`src/verilog/epi_map.svh`:
```
`ifndef EPI_MAP_SVH
`define EPI_MAP_SVH
// Register byte offsets on the AHB-Lite slave.
`define EPI_OFS_MODE 12'h000
`define EPI_OFS_IM 12'h004
`define EPI_OFS_RIS 12'h008
`define EPI_OFS_MIS 12'h00c
`define EPI_OFS_ERR 12'h010
`define EPI_OFS_ERRCLR 12'h014
`define EPI_OFS_MAXWAIT 12'h018
`define EPI_OFS_FIFOLVL 12'h01c
`define EPI_OFS_RXTRIG 12'h020
`define EPI_OFS_TXTRIG 12'h024
`define EPI_OFS_RDFIFO 12'h028
`define EPI_OFS_CH0CFG 12'h030
`define EPI_OFS_CH0ADDR 12'h034
`define EPI_OFS_CH0CNT 12'h038
`define EPI_OFS_CH0STOP 12'h03c
`define EPI_CH_STRIDE 12'h010
// Field positions.
`define EPI_BIT_TXREQ 0
`define EPI_BIT_RXREQ 1
`define EPI_BIT_ERR 2
`define EPI_BIT_WTFULL 0
`define EPI_BIT_RSTALL 1
`define EPI_BIT_TIMEOUT 2
// Reset values.
`define EPI_RST_MODE 5'h10
`define EPI_RST_MAXWAIT 16'h0000
`define EPI_RST_RXTRIG 8'h04
`define EPI_RST_TXTRIG 8'h02
// Timing: external interface needs one cycle per item.
`define EPI_ITEM_NS 8
`define EPI_CLK_NS 8
`define EPI_ITEM_CYC ((`EPI_ITEM_NS + `EPI_CLK_NS - 1) / `EPI_CLK_NS)
`endif

```
`src/verilog/epi_pkg.sv`:
```
package epi_pkg;
  // One-hot operating mode codes.
  typedef enum logic [4:0] {
    mode_general_purpose = 5'h01,
    mode_sync_dram = 5'h02,
    mode_host_bus_narrow = 5'h04,
    mode_host_bus_wide = 5'h08,
    mode_off = 5'h10
  } epi_mode_e;
  // Item size codes.
  typedef enum logic [1:0] {
    item_size_byte = 2'h0,
    item_size_half = 2'h1,
    item_size_word = 2'h2
  } epi_size_e;
  // Channel fetch state.
  typedef enum logic [1:0] {
    ch_idle = 2'h1,
    ch_busy = 2'h2
  } epi_ch_state_e;
  typedef logic [31:0] epi_word_t;
endpackage : epi_pkg

```
`src/verilog/epi_fetch_if.sv`:
```
`timescale 1ns/10ps
// Fetch request and grant between a read channel and the arbiter.
interface epi_fetch_if;
  logic req;
  logic gnt;
  logic [31:0] addr;
  logic [1:0] size;
  modport chan (output req, output addr, output size, input gnt);
  modport arb (input req, input addr, input size, output gnt);
endinterface : epi_fetch_if

```
`src/verilog/epi_rd_chan.sv`:
```
`timescale 1ns/10ps
`include "epi_map.svh"
module epi_rd_chan (
  input wire logic ref_clk,
  input wire logic nrst,
  input wire logic cfg_we,
  input wire logic [1:0] cfg_size,
  input wire logic addr_we,
  input wire logic [31:0] addr_wdata,
  input wire logic start,
  input wire logic [11:0] start_count,
  input wire logic stop,
  output logic [11:0] remaining,
  output logic [1:0] size_out,
  output logic [31:0] addr_out,
  epi_fetch_if.chan fetch
);
  import epi_pkg::*;
  epi_ch_state_e state_q;
  logic [11:0] remaining_q;
  logic [1:0] size_q;
  logic [31:0] addr_q;
  logic [2:0] step;

  // Address stride follows the item size.
  always_comb begin
    case (size_q)
      item_size_byte: step = 3'h1;
      item_size_half: step = 3'h2;
      default: step = 3'h4;
    endcase
  end

  // Size setting held per channel.
  always_ff @(posedge ref_clk or negedge nrst) begin
    if (!nrst) begin
      size_q <= item_size_byte;
    end else if (cfg_we) begin
      size_q <= cfg_size;
    end
  end

  // Address kept across transactions and advanced per item.
  always_ff @(posedge ref_clk or negedge nrst) begin
    if (!nrst) begin
      addr_q <= 32'h0;
    end else if (addr_we) begin
      addr_q <= addr_wdata;
    end else if (fetch.gnt) begin
      addr_q <= addr_q + {29'h0, step};
    end
  end

  // Count down items; stop cancels, zero count is ignored.
  always_ff @(posedge ref_clk or negedge nrst) begin
    if (!nrst) begin
      state_q <= ch_idle;
      remaining_q <= 12'h0;
    end else begin
      case (state_q)
        ch_idle: begin
          if (start && !stop && start_count != 12'h0) begin
            state_q <= ch_busy;
            remaining_q <= start_count;
          end
        end
        ch_busy: begin
          if (stop) begin
            state_q <= ch_idle;
            remaining_q <= 12'h0;
          end else if (fetch.gnt) begin
            remaining_q <= remaining_q - 12'h1;
            if (remaining_q == 12'h1) begin
              state_q <= ch_idle;
            end
          end
        end
        default: state_q <= ch_idle;
      endcase
    end
  end

  assign fetch.req = (state_q == ch_busy) && !stop;
  assign fetch.addr = addr_q;
  assign fetch.size = size_q;
  assign remaining = remaining_q;
  assign size_out = size_q;
  assign addr_out = addr_q;

  // Each grant consumes one item.
  cnt_dec_a: assert property (@(posedge ref_clk) disable iff (!nrst)
    fetch.gnt && !stop |=> remaining_q == $past(remaining_q) - 12'h1)
    else $error("remaining count did not drop");
  stop_idle_a: assert property (@(posedge ref_clk) disable iff (!nrst)
    stop |=> !fetch.req && remaining_q == 12'h0)
    else $error("stop did not cancel channel");
  exact_cnt_a: assert property (@(posedge ref_clk) disable iff (!nrst)
    state_q == ch_idle |-> remaining_q == 12'h0)
    else $error("channel went idle with items left");
  cover_done_c: cover property (@(posedge ref_clk) disable iff (!nrst)
    state_q == ch_busy ##1 state_q == ch_idle);
endmodule : epi_rd_chan

```
`src/verilog/epi_ctrl.sv`:
```
`timescale 1ns/10ps
`include "epi_map.svh"
// What this block does
// - Latch write-full error when a write stalls on a full transaction queue.
// - Latch read-stall error when an external read is held up.
// - Latch timeout error when ready holds off longer than max wait.
// - Errors stay pending until cleared by a write-one mask.
// - Summary error bit set while any error pending; error register shows causes.
// - Interrupt status readable raw and masked: transmit, receive, error.
// - Five one-hot modes: general, SDRAM, host-bus 8, host-bus 16, off.
// - Any mode but off enables the interface.
// - Read FIFO fill count is readable.
// - Only read-channel fetches fill the read FIFO.
// - Two independent read channels, 0 and 1.
// - Each channel holds an 8, 16 or 32-bit item size.
// - Each channel holds a device-relative start address.
// - Channel address persists and continues sequentially.
// - Remaining item count per channel, decrementing per fetch.
// - Start accepts count 1 to 4095 and fetches exactly that many.
// - Fetching pauses while read FIFO full and resumes on drain.
// - Transmit request below its trigger; receive request above its trigger.
// - Stop cancels a channel's transaction in progress.
module epi_ctrl #(
  parameter int FIFO_DEPTH = 8,
  parameter int TX_DEPTH = 4
) (
  input wire logic ref_clk,
  input wire logic nrst,
  input wire logic hsel,
  input wire logic [31:0] haddr,
  input wire logic [1:0] htrans,
  input wire logic hwrite,
  input wire logic [2:0] hsize,
  input wire logic [31:0] hwdata,
  input wire logic hready,
  output logic hreadyout,
  output logic hresp,
  output logic [31:0] hrdata,
  input wire logic ext_ready,
  output logic ext_rd,
  output logic [31:0] ext_addr,
  output logic [1:0] ext_size,
  input wire logic [31:0] ext_rdata,
  input wire logic wr_attempt,
  input wire logic wr_queue_full,
  input wire logic [3:0] tx_level,
  output logic if_enable,
  output epi_pkg::epi_mode_e mode
);
  import epi_pkg::*;

  localparam int LW = $clog2(FIFO_DEPTH + 1);

  initial begin
    if (FIFO_DEPTH < 2 || FIFO_DEPTH > 255 || (FIFO_DEPTH & (FIFO_DEPTH - 1)) != 0) begin
      $error("FIFO_DEPTH must be a power of two from 2 to 128");
    end
    if (TX_DEPTH < 1 || TX_DEPTH > 15) begin
      $error("TX_DEPTH must be 1 to 15");
    end
  end

  ////////////////////////////////////////////////////////////////////////////////
  // Bus slave.

  logic ph_q;
  logic ph_wr_q;
  logic [11:0] ph_addr_q;
  logic wr_en;
  logic rd_en;
  logic [11:0] a_addr;

  assign a_addr = haddr[11:0];

  // Capture each address phase; every access completes with no wait.
  always_ff @(posedge ref_clk or negedge nrst) begin
    if (!nrst) begin
      ph_q <= 1'b0;
      ph_wr_q <= 1'b0;
      ph_addr_q <= 12'h0;
    end else if (hready) begin
      ph_q <= hsel && htrans[1];
      ph_wr_q <= hwrite;
      ph_addr_q <= a_addr;
    end
  end

  assign hreadyout = 1'b1;
  assign hresp = 1'b0;
  assign wr_en = ph_q && ph_wr_q;
  assign rd_en = hsel && htrans[1] && !hwrite && hready;

  ////////////////////////////////////////////////////////////////////////////////
  // Control registers.

  epi_mode_e mode_q;
  logic [2:0] im_q;
  logic [15:0] maxwait_q;
  logic [7:0] rxtrig_q;
  logic [7:0] txtrig_q;

  // Mode and configuration registers.
  always_ff @(posedge ref_clk or negedge nrst) begin
    if (!nrst) begin
      mode_q <= mode_off;
      im_q <= 3'h0;
      maxwait_q <= `EPI_RST_MAXWAIT;
      rxtrig_q <= `EPI_RST_RXTRIG;
      txtrig_q <= `EPI_RST_TXTRIG;
    end else if (wr_en) begin
      case (ph_addr_q)
        `EPI_OFS_MODE: begin
          case (hwdata[4:0])
            5'h01, 5'h02, 5'h04, 5'h08, 5'h10: mode_q <= epi_mode_e'(hwdata[4:0]);
            default: mode_q <= mode_q;
          endcase
        end
        `EPI_OFS_IM: im_q <= hwdata[2:0];
        `EPI_OFS_MAXWAIT: maxwait_q <= hwdata[15:0];
        `EPI_OFS_RXTRIG: rxtrig_q <= hwdata[7:0];
        `EPI_OFS_TXTRIG: txtrig_q <= hwdata[7:0];
        default: mode_q <= mode_q;
      endcase
    end
  end

  assign if_enable = (mode_q != mode_off);
  assign mode = mode_q;

  ////////////////////////////////////////////////////////////////////////////////
  // Read channels.

  logic [1:0] ch_cfg_we;
  logic [1:0] ch_addr_we;
  logic [1:0] ch_start;
  logic [1:0] ch_stop;
  logic [11:0] ch_rem [2];
  logic [1:0] ch_gnt;
  logic [1:0] ch_req;
  logic [31:0] ch_addr [2];
  logic [1:0] ch_size [2];
  logic fifo_full;
  logic ext_busy_q;
  logic issue;

  genvar g;
  generate
    for (g = 0; g < 2; g++) begin : g_ch
      epi_fetch_if fif ();
      localparam logic [11:0] BASE = `EPI_OFS_CH0CFG + 12'(g) * `EPI_CH_STRIDE;
      assign ch_cfg_we[g] = wr_en && ph_addr_q == BASE;
      assign ch_addr_we[g] = wr_en && ph_addr_q == BASE + 12'h4;
      assign ch_start[g] = wr_en && ph_addr_q == BASE + 12'h8;
      assign ch_stop[g] = wr_en && ph_addr_q == BASE + 12'hc;
      assign ch_req[g] = fif.req;
      assign ch_addr[g] = fif.addr;
      assign ch_size[g] = fif.size;
      assign fif.gnt = ch_gnt[g];
      // Two independent channels.
      epi_rd_chan u_chan (
        .ref_clk(ref_clk),
        .nrst(nrst),
        .cfg_we(ch_cfg_we[g]),
        .cfg_size(hwdata[1:0]),
        .addr_we(ch_addr_we[g]),
        .addr_wdata(hwdata),
        .start(ch_start[g]),
        .start_count(hwdata[11:0]),
        .stop(ch_stop[g]),
        .remaining(ch_rem[g]),
        .size_out(),
        .addr_out(),
        .fetch(fif)
      );
    end
  endgenerate

  // Channel 0 first; a grant only while the FIFO has room.
  assign issue = if_enable && !ext_busy_q && !fifo_full;
  assign ch_gnt[0] = issue && ch_req[0] && ext_ready;
  assign ch_gnt[1] = issue && !ch_req[0] && ch_req[1] && ext_ready;

  ////////////////////////////////////////////////////////////////////////////////
  // External read and wait counting.

  logic any_req;
  logic [15:0] wait_q;
  logic timeout;
  logic stall;
  logic got_item;
  logic [31:0] item_q;

  assign any_req = if_enable && (ch_req[0] || ch_req[1]) && !ext_busy_q;
  assign stall = any_req && !ext_ready;
  assign timeout = stall && maxwait_q != 16'h0 && wait_q >= maxwait_q;
  assign ext_rd = ch_gnt[0] || ch_gnt[1];
  assign ext_addr = ch_gnt[0] ? ch_addr[0] : ch_addr[1];
  assign ext_size = ch_gnt[0] ? ch_size[0] : ch_size[1];

  // Data is sampled in the strobe cycle and written to the FIFO the cycle after.
  always_ff @(posedge ref_clk or negedge nrst) begin
    if (!nrst) begin
      ext_busy_q <= 1'b0;
      got_item <= 1'b0;
      item_q <= 32'h0;
    end else begin
      ext_busy_q <= ext_rd && `EPI_ITEM_CYC > 1;
      got_item <= ext_rd;
      item_q <= ext_rdata;
    end
  end

  // Count clocks held off by the ready input.
  always_ff @(posedge ref_clk or negedge nrst) begin
    if (!nrst) begin
      wait_q <= 16'h0;
    end else if (stall && !timeout) begin
      wait_q <= wait_q + 16'h1;
    end else begin
      wait_q <= 16'h0;
    end
  end

  ////////////////////////////////////////////////////////////////////////////////
  // Read FIFO, filled only by channel fetches.

  logic [31:0] mem [FIFO_DEPTH];
  logic [LW-1:0] cnt_q;
  logic [LW-2:0] wp_q;
  logic [LW-2:0] rp_q;
  logic pop;

  // An item still in flight already owns a slot, so it counts towards full.
  assign fifo_full = (cnt_q + LW'(got_item)) >= LW'(FIFO_DEPTH);
  assign pop = rd_en && a_addr == `EPI_OFS_RDFIFO && cnt_q != '0;

  // Write fetched items, pop on software read.
  always_ff @(posedge ref_clk or negedge nrst) begin
    if (!nrst) begin
      cnt_q <= '0;
      wp_q <= '0;
      rp_q <= '0;
    end else begin
      if (got_item) begin
        wp_q <= wp_q + 1'b1;
      end
      if (pop) begin
        rp_q <= rp_q + 1'b1;
      end
      cnt_q <= cnt_q + LW'(got_item) - LW'(pop);
    end
  end

  always_ff @(posedge ref_clk) begin
    if (got_item) begin
      mem[wp_q] <= item_q;
    end
  end

  ////////////////////////////////////////////////////////////////////////////////
  // Error flags and interrupt status.

  logic [2:0] err_q;
  logic [2:0] err_set;
  logic [2:0] ris;

  assign err_set[`EPI_BIT_WTFULL] = wr_attempt && wr_queue_full;
  assign err_set[`EPI_BIT_RSTALL] = stall;
  assign err_set[`EPI_BIT_TIMEOUT] = timeout;

  // Sticky errors; a set in the clear cycle wins.
  always_ff @(posedge ref_clk or negedge nrst) begin
    if (!nrst) begin
      err_q <= 3'h0;
    end else if (wr_en && ph_addr_q == `EPI_OFS_ERRCLR) begin
      err_q <= (err_q & ~hwdata[2:0]) | err_set;
    end else begin
      err_q <= err_q | err_set;
    end
  end

  assign ris[`EPI_BIT_TXREQ] = {4'h0, tx_level} < txtrig_q;
  assign ris[`EPI_BIT_RXREQ] = 8'(cnt_q) > rxtrig_q;
  assign ris[`EPI_BIT_ERR] = |err_q;

  // Read data mux; unmapped reads give zero.
  always_ff @(posedge ref_clk or negedge nrst) begin
    if (!nrst) begin
      hrdata <= 32'h0;
    end else if (rd_en) begin
      case (a_addr)
        `EPI_OFS_MODE: hrdata <= {27'h0, mode_q};
        `EPI_OFS_IM: hrdata <= {29'h0, im_q};
        `EPI_OFS_RIS: hrdata <= {29'h0, ris};
        `EPI_OFS_MIS: hrdata <= {29'h0, ris & im_q};
        `EPI_OFS_ERR: hrdata <= {29'h0, err_q};
        `EPI_OFS_MAXWAIT: hrdata <= {16'h0, maxwait_q};
        `EPI_OFS_FIFOLVL: hrdata <= 32'(cnt_q);
        `EPI_OFS_RXTRIG: hrdata <= {24'h0, rxtrig_q};
        `EPI_OFS_TXTRIG: hrdata <= {24'h0, txtrig_q};
        `EPI_OFS_RDFIFO: hrdata <= mem[rp_q];
        `EPI_OFS_CH0CNT: hrdata <= {20'h0, ch_rem[0]};
        `EPI_OFS_CH0CNT + `EPI_CH_STRIDE: hrdata <= {20'h0, ch_rem[1]};
        default: hrdata <= 32'h0;
      endcase
    end
  end

  ////////////////////////////////////////////////////////////////////////////////
  // Checks.

  wtfull_set_a: assert property (@(posedge ref_clk) disable iff (!nrst)
    wr_attempt && wr_queue_full |=> err_q[`EPI_BIT_WTFULL])
    else $error("write-full error not latched");
  rstall_set_a: assert property (@(posedge ref_clk) disable iff (!nrst)
    stall |=> err_q[`EPI_BIT_RSTALL])
    else $error("read-stall error not latched");
  timeout_set_a: assert property (@(posedge ref_clk) disable iff (!nrst)
    stall && maxwait_q != 16'h0 && wait_q >= maxwait_q |=> err_q[`EPI_BIT_TIMEOUT])
    else $error("timeout error not latched");
  err_hold_a: assert property (@(posedge ref_clk) disable iff (!nrst)
    err_q[0] && !(wr_en && ph_addr_q == `EPI_OFS_ERRCLR) |=> err_q[0])
    else $error("error flag dropped without clear");
  err_sum_a: assert property (@(posedge ref_clk) disable iff (!nrst)
    ris[`EPI_BIT_ERR] == (err_q != 3'h0))
    else $error("summary error mismatch");
  en_mode_a: assert property (@(posedge ref_clk) disable iff (!nrst)
    $onehot(mode_q) && (if_enable == !mode_q[4]))
    else $error("mode not one-hot or enable wrong");
  full_pause_a: assert property (@(posedge ref_clk) disable iff (!nrst)
    fifo_full |-> !ext_rd)
    else $error("fetch while read FIFO full");
  fill_cnt_a: assert property (@(posedge ref_clk) disable iff (!nrst)
    got_item && !pop |=> cnt_q == $past(cnt_q) + 1'b1)
    else $error("FIFO count did not rise");
  fifo_bound_a: assert property (@(posedge ref_clk) disable iff (!nrst)
    cnt_q <= LW'(FIFO_DEPTH))
    else $error("read FIFO overfilled");
  cover_full_c: cover property (@(posedge ref_clk) disable iff (!nrst) fifo_full);
  cover_both_c: cover property (@(posedge ref_clk) disable iff (!nrst) ch_req == 2'b11);
  cover_clr_c: cover property (@(posedge ref_clk) disable iff (!nrst)
    err_q[2] ##1 !err_q[2]);
endmodule : epi_ctrl

```
`config.mk`:
```
export PLATFORM = sky130hd
export DESIGN_NAME = epi_ctrl
export DESIGN_NICKNAME = d
export VERILOG_FILES = /design/src/verilog/epi_pkg.sv /design/src/verilog/epi_fetch_if.sv /design/src/verilog/epi_rd_chan.sv /design/src/verilog/epi_ctrl.sv
export VERILOG_INCLUDE_DIRS = /design/src /design/src/verilog
export SDC_FILE = /design/constraint.sdc
export NUM_CORES = 1
export LEC_CHECK = 0
export ABC_CLOCK_PERIOD_IN_PS = 4000
export BUFFER_PORTS_ARGS = -buffer_cell sky130_fd_sc_hd__buf_2
export CAP_MARGIN = 20
export CORE_ASPECT_RATIO = 0.9
export CORE_MARGIN = 4
export CORE_UTILIZATION = 60
export CTS_CLUSTER_SIZE = 24
export DETAILED_ROUTE_END_ITERATION = 10
export GPL_TIMING_DRIVEN = 0
export PLACE_DENSITY = 0.88
export SLEW_MARGIN = 20
export SYNTH_ARGS = -nofsm -noshare
export SYNTH_HDL_FRONTEND = slang
export SYNTH_SLANG_ARGS = --single-unit
```
`constraint.sdc`:
```
create_clock -name ref_clk -period 4 [get_ports ref_clk]
set_clock_uncertainty 0.05 [all_clocks]
set_input_delay 0.8 -clock ref_clk [delete_from_list [all_inputs] [get_ports ref_clk]]
set_output_delay 0.8 -clock ref_clk [all_outputs]
set_load 0.05 [all_outputs]
```
==> metrics.txt, run 1 <==
Power per Cell Area 439.3 nW/um^2; Synth Area in XOR/XNOR 3.001%; FP Rows 67; crit path capture type output pin; WP data arrival 3.11 ns; Worst-Skew Late Latency ~0.60 ns; max cap viols 0; final wirelength about 69 mm; FMAX approximately 250 MHz; Reg2Reg Depth 8; critical setup path kind flip-flop to output pin; TritonCTS buffer count 48; CTS tree built; clock tree root driver cell clkbuf_16; Hold WS 0.1551 ns; total power between 10 and 15 mW; Post-synth EDFFs approximately 260; CTS Buffer Depth 3; I/O Buffers about 160; ys flop type edfxtp_1; status finished, final reports clean; initial antenna violation count 1; Die Y 194.0 um; die footprint 41630 um^2; drt wl/cell 27.45 um; syn_nets between 1500 and 2000; Compound-Gate Fraction of Synth Area 8.060%; Hold Violations, Final 0; H-Tree Level Count 2; post-layout util between 70% and 80%; Via Count between 15000 and 20000; fin. max-slew vios 0; GRT Residual Overflow 0; largest net degree at the start of global routing 99; global-route wire length before repair 106.4 mm; worst min path class input port to asynchronous set/reset pin; residual DRC count 0; die width 214.6 um; DR pass1 iterations 6; GP Congestion 0.9674; CTS Sinks 500; Placed Instances 2432; placeable core area 37560 um^2; post-synthesis register bit count 500; via/cell ratio 6.779; Synth Area per Inst 12.97 um^2; Worst setup SP type flip-flop; clock slew at reported path FFs 0.06 ns; Non-Filler Instances 2522; r2r setup slk 0.88 ns; hpwl dp around 46 mm; VDD IR-drop max 0.4037 mV; fraction of layout cells with a size suffix above 1 23.84%; RSZ-0062 raised after global routing yes; r2r startpoint maxwait_q[0]$_DFFE_PN0P_; Critical Path RT 3.15 ns; minimum clock period 3.963 ns; Antenna diodes 0; worst-path fanout max 10; nets@finish 2155; simple-gate share of the synthesized area 11.95%; area share of fa/ha/maj cells after synthesis 2.345%; Slew headroom 22.27%; Layout area overhead 14.86%; Ys Warns 0; GRT Util Overall 33.08%; main combinational cell family by area after synthesis multiplexers; ys async rst share 48.80%; cell area after synthesis 23050 um^2; Antenna Nets Post-Route 0; starting density of the core 61.38%; final period utilization 99.07%; multiplexer share of the synthesized area 12.16%; Iter 0 DRT Violations 2593; actual slew at the worst max-slew pin 1.161 ns; vias in the first global route 17500; sequential-to-total area share from yosys stat 59.86%; Leakage 10.18 nW; Ports 188; Worst R2R End wait_q[9]$_DFF_PN0_; # setup viols final 0; Synth cell types 78; Mapped Cells 1778
-- worst max-delay path, stage by stage (launching register included) --
cell     delay [ns]
dfrtp_1        0.44
or4_1          0.61
o221a_2        0.30
buf_4          0.20
nand3_4        0.19
buf_4          0.23
mux2_2         0.36
buf_2          0.21
-- sequential cells by signal, indices dropped and copies added, names as in the netlist, 5 cells and up --
name                   cells
ph_addr_q                 12
g_ch.u_chan.addr_out      64
g_ch.u_chan.remaining     24
rxtrig_q                   8
mem                      256
item_q                    32
mode                       5
hrdata                    32
wait_q                    16
txtrig_q                   8
maxwait_q                 16
-- report_power, final --
group | total [mW] | switching (mW) | internal (mW)
registers | 5.85 | 0.266 | 5.59
clock network | 4.82 | 2.03 | 2.79
logic | 0.958 | 0.613 | 0.345
-- synthesized netlist by cell type, drive strengths merged, types with 15 or more instances --
cell type,count,area [um^2]
inv,61,229.0
clkbuf,45,168.9
xnor2,66,578.1
o21ai,109,556.8
and3,17,106.4
nand2b,15,93.84
mux4,66,1486
nand2,164,615.6
edfxtp,256,7687
mux2i,36,360.4
nand3,44,247.7
mux2,85,957.2
nor4,41,357.8
nand4,23,186.4
a22oi,22,165.2
dfrtp,239,5981
ha,40,500.5
nor3,47,260.3
buf,37,198.9
a21oi,78,394.1
nor2,113,424.2
-- worst max-delay path by stage --
stage / slack, ns / start / endpoint / depth (start not counted)
floorplan: 0.39 / got_item$_DFF_PN0_ / ext_addr[10] / 7
global placement: -2.44 / nrst / g_ch[0].u_chan.addr_out[14]$_DFFE_PN0P_ / 1
detailed placement: 0.40 / got_item$_DFF_PN0_ / ext_addr[3] / 8
CTS: 0.02 / got_item$_DFF_PN0_ / ext_addr[3] / 8
global route: -0.02 / mode[1]$_DFFE_PN0P_ / ext_size[0] / 7
finish: 0.04 / mode[1]$_DFFE_PN0P_ / ext_addr[9] / 7
-- what timing repair did --
item | in CTS | in global routing
hold buffers | 0 | 0
resized for setup | 5 | 5
setup endpoints to repair | 30 | 30
buffers inserted | 0 | 2
pin swaps | 0 | 1
-- cell usage in the layout (no fill, tap or decap), drive strengths merged, types with 62 or more instances in the layout --
cell type and count:
dfrtp 239, inv 62, clkbuf 112, xnor2 66, o21ai 109, mux4 66
nand2 164, buf 210, mux2 85, nor2 113, edfxtp 256, a21oi 78
-- logic make-up after synthesis --
logic type,Yosys count
adder cells (fa/ha/maj),42
other,2
buffers and inverters,143
flip-flops,500
AO/OA/AOI/OAI,301
multiplexers,187
AND/OR/NAND/NOR,524
XOR/XNOR,79
-- per-layer routing --
layer	vias to the layer above	track usage (%)	wire length [um]
met2	1300	52.59	32580
li1	7086	-	-
met4	0	14.96	3707
met5	-	0	0
met1	8412	44.19	24870
met3	299	7.505	8075
-- metrics by stage --
step           setup WS [ns]  area, um^2  setup TNS, ns
4_1_cts              0.02410       26440              0
3_3_place_gp          -2.444       24430        -660.57
3_5_place_dp          0.4033       24760              0
6_report             0.03724       26480              0
2_1_floorplan         0.3876       23050              0
5_1_grt             -0.02213       26480        -0.1275
-- cell type report --
cell class              instances  area, um^2
flip-flops and latches        500       13800
fillers                      2333       11080
multi-input cells            1135        8740
clock buffers                  68        1326
repair buffers                173        1067
well taps                     483       604.3
plain buffers                  81       371.6
clock inverters                21       340.3
inverters                      61       229.0
(Power assumes the default switching activity.)
==> run 2: changes to the inputs <==
PLACE_DENSITY = 0.8   (was 0.88)
==> metrics.txt, run 2 (same netlist as run 1, synthesis figures left out) <==
CP most frequent cell buf_4; die footprint 41630 um^2 (unchanged); fraction of layout cells with a size suffix above 1 23.89% (+0.051 points); CP top delay family simple AND/OR/NAND/NOR gates; final period utilization 99.32% (+0.25 points); combinational power share 7.9% (-0.3 points); number of cells on the critical path 7 (unchanged); TritonCTS buffer count 49 (+2.1%); Ports 188 (unchanged); RSZ-0062 raised after global routing yes; P_sw 2.935 mW (+0.76%); CTS Buffer Depth 3 (unchanged); Leakage 10.24 nW (+0.64%); # hold bufs at CTS 0 (unchanged); GRT Util Overall 30.80% (-2.3 points); Antenna diodes 0 (unchanged); clock share of power 42.9% (+1.4 points); register with the most flip-flops mem; I/O Buffers 155 (unchanged); Worst setup SP type flip-flop; r2r startpoint g_ch[0].u_chan.fetch.size[0]$_DFFE_PN0P_; CP max stage delay 0.58 ns (-0.03 ns); CTS Sinks 500 (unchanged); VDD IR-drop max 0.4611 mV (+14%); Hold Violations, Final 0 (unchanged); status finished, final reports clean; Critical Path RT 3.15 ns (about the same); Worst-Skew Late Latency 0.60 ns (about the same); worst min path class input port to asynchronous set/reset pin; Via Count 16560 (-3.1%); Reg2Reg Depth 10 (+2); via/cell ratio 6.556 (-3.3%); hpwl dp 42.94 mm (-5.7%); global-route wire length before repair 99.72 mm (-6.3%); GP Congestion 0.9430 (-2.5%); FMAX 251.7 MHz (-0.25%); residual DRC count 0 (unchanged); initial antenna violation count 1 (unchanged); FP Rows 67 (unchanged); CTS tree built; starting density of the core 61.38% (unchanged); max cap viols 0 (unchanged); minimum clock period 3.973 ns (+0.01007 ns); crit path capture ext_addr[9]; CP Buf/Inv Count 3 (unchanged); Worst R2R End g_ch[0].u_chan.addr_out[12]$_DFFE_PN0P_; drt wl/cell 25.57 um (-6.9%); fin. max-slew vios 0 (unchanged); Sequential Power Share 49.2% (-1.1 points); critical setup path kind flip-flop to output pin; Antenna Nets Post-Route 0 (unchanged); Die Y 194.0 um (unchanged); commonest non-fill, non-tap cell in the layout edfxtp_1; placed cell areas 24800 um^2 (+0.17%); Slew headroom 22.77% (+0.50 points); vias in the first global route 16610 (-5.1%); worst-path fanout max 10 (unchanged); Layout area overhead 15.52%; largest net degree at the start of global routing 77 (-22%); crit path capture type output pin; # setup viols final 0 (unchanged); DR pass1 iterations 7 (+1); GRT Residual Overflow 0 (unchanged); clock tree root driver cell clkbuf_16; final wirelength 64.60 mm (-6.7%); Power per Cell Area 446.2 nW/um^2 (+1.6%); nets@finish 2157 (+0.093%); Crit. Startpoint mode[0]$_DFFE_PN0P_; Finished Cell Area 26630 um^2 (+0.58%); post-layout util 70.91% (+0.41 points); r2r setup slk 0.88 ns (about the same); CP cell instances or4_4 > o221a_2 > buf_4 > nand3_4 > buf_4 > mux2_2 > buf_2; WP data arrival 3.12 ns (about the same); die width 214.6 um (unchanged); placeable core area 37560 um^2 (unchanged); Iter 0 DRT Violations 2162 (-17%); Sw Ratio 24.70% (-0.34 points); clock slew at reported path FFs 0.06 ns (about the same); H-Tree Level Count 2 (unchanged); Largest register FFs 256 (unchanged); Int Pwr 8.949 mW (+2.6%); commonest non-fill, non-tap cells in the layout edfxtp_1, dfrtp_1, buf_2; actual slew at the worst max-slew pin 1.150 ns (-0.01097 ns); CP max stage cell or4_4
-- run 2: changes by cell type in the layout (fill, tap and decap cells not counted), sizes merged --
| cell | delta |
|---|---|
| buf | +1 |
| bufinv | +3 |
| clkbuf | -1 |
| clkinv | +2 |
| inv | -1 |
-- run 2: what timing repair did --
action,in CTS,in global routing
setup buffers,1,0
setup endpoints to repair,30,30
gates resized for setup,5,5
pin swaps,1,0
endpoints found under the hold margin,0,0
-- run 2: cell type report --
class	instances	area, um^2
plain buffers	81	371.6
multi-input cells	1135	8741
clock buffers	67	1334
flip-flops and latches	500	13800
well taps	483	604.3
repair buffers	174	1100
clock inverters	25	452.9
inverters	61	229.0
fillers	2444	10920
-- run 2: per-layer routing --
metal | global-route usage, % | wire [um]
met5 | 0 | 11
met4 | 9.028 | 1974
met3 | 6.565 | 6528
met2 | 47.35 | 29890
met1 | 45.11 | 26190
-- run 2: through the flow --
step	power, mW	setup TNS [ns]	hold WS [ns]	setup slack, ns	cells
6_report	11.88	0	0.03985	0.02716	2526
5_1_grt	12.28	-0.03468	0.05106	-0.01027	2526
4_1_cts	11.88	-0.0005402	0.04683	-0.0005402	2527
3_5_place_dp	6.845	0	0.4228	0.3583	2434
3_3_place_gp	6.765	-682.29	0.4146	-2.517	2416
2_1_floorplan	6.444	0	0.4162	0.3876	1778
-- run 2: worst min-delay path by stage --
stage	to	slack, ns	depth (start not counted)
3_3_place_gp	hrdata[22]$_DFFE_PN0N_	0.41	2
2_1_floorplan	err_q[1]$_DFF_PN0_	0.42	1
4_1_cts	item_q[2]$_DFF_PN0_	0.05	1
6_report	hrdata[28]$_DFFE_PN0N_	0.04	1
3_5_place_dp	hrdata[28]$_DFFE_PN0N_	0.42	2
5_1_grt	hrdata[21]$_DFFE_PN0N_	0.05	1
-- run 2: power by group through the flow --
stage,registers (mW),logic [mW],clock network [mW]
6_report,5.85,0.942,5.10
5_1_grt,5.87,1.03,5.38
4_1_cts,5.83,0.932,5.11
3_5_place_dp,5.93,0.914,0
3_3_place_gp,5.91,0.854,0
2_1_floorplan,5.84,0.603,0
-- run 2: worst reg2reg max path, stage by stage, from the launching register on --
cell and delay [ns]:
dfrtp_1 0.42, nor2_1 0.14, ha_1 0.21, inv_1 0.07
fa_1 0.39, nor2b_1 0.22, o21ai_0 0.18, nor4_2 0.80
and3_1 0.28, xnor2_1 0.13, a21oi_1 0.09
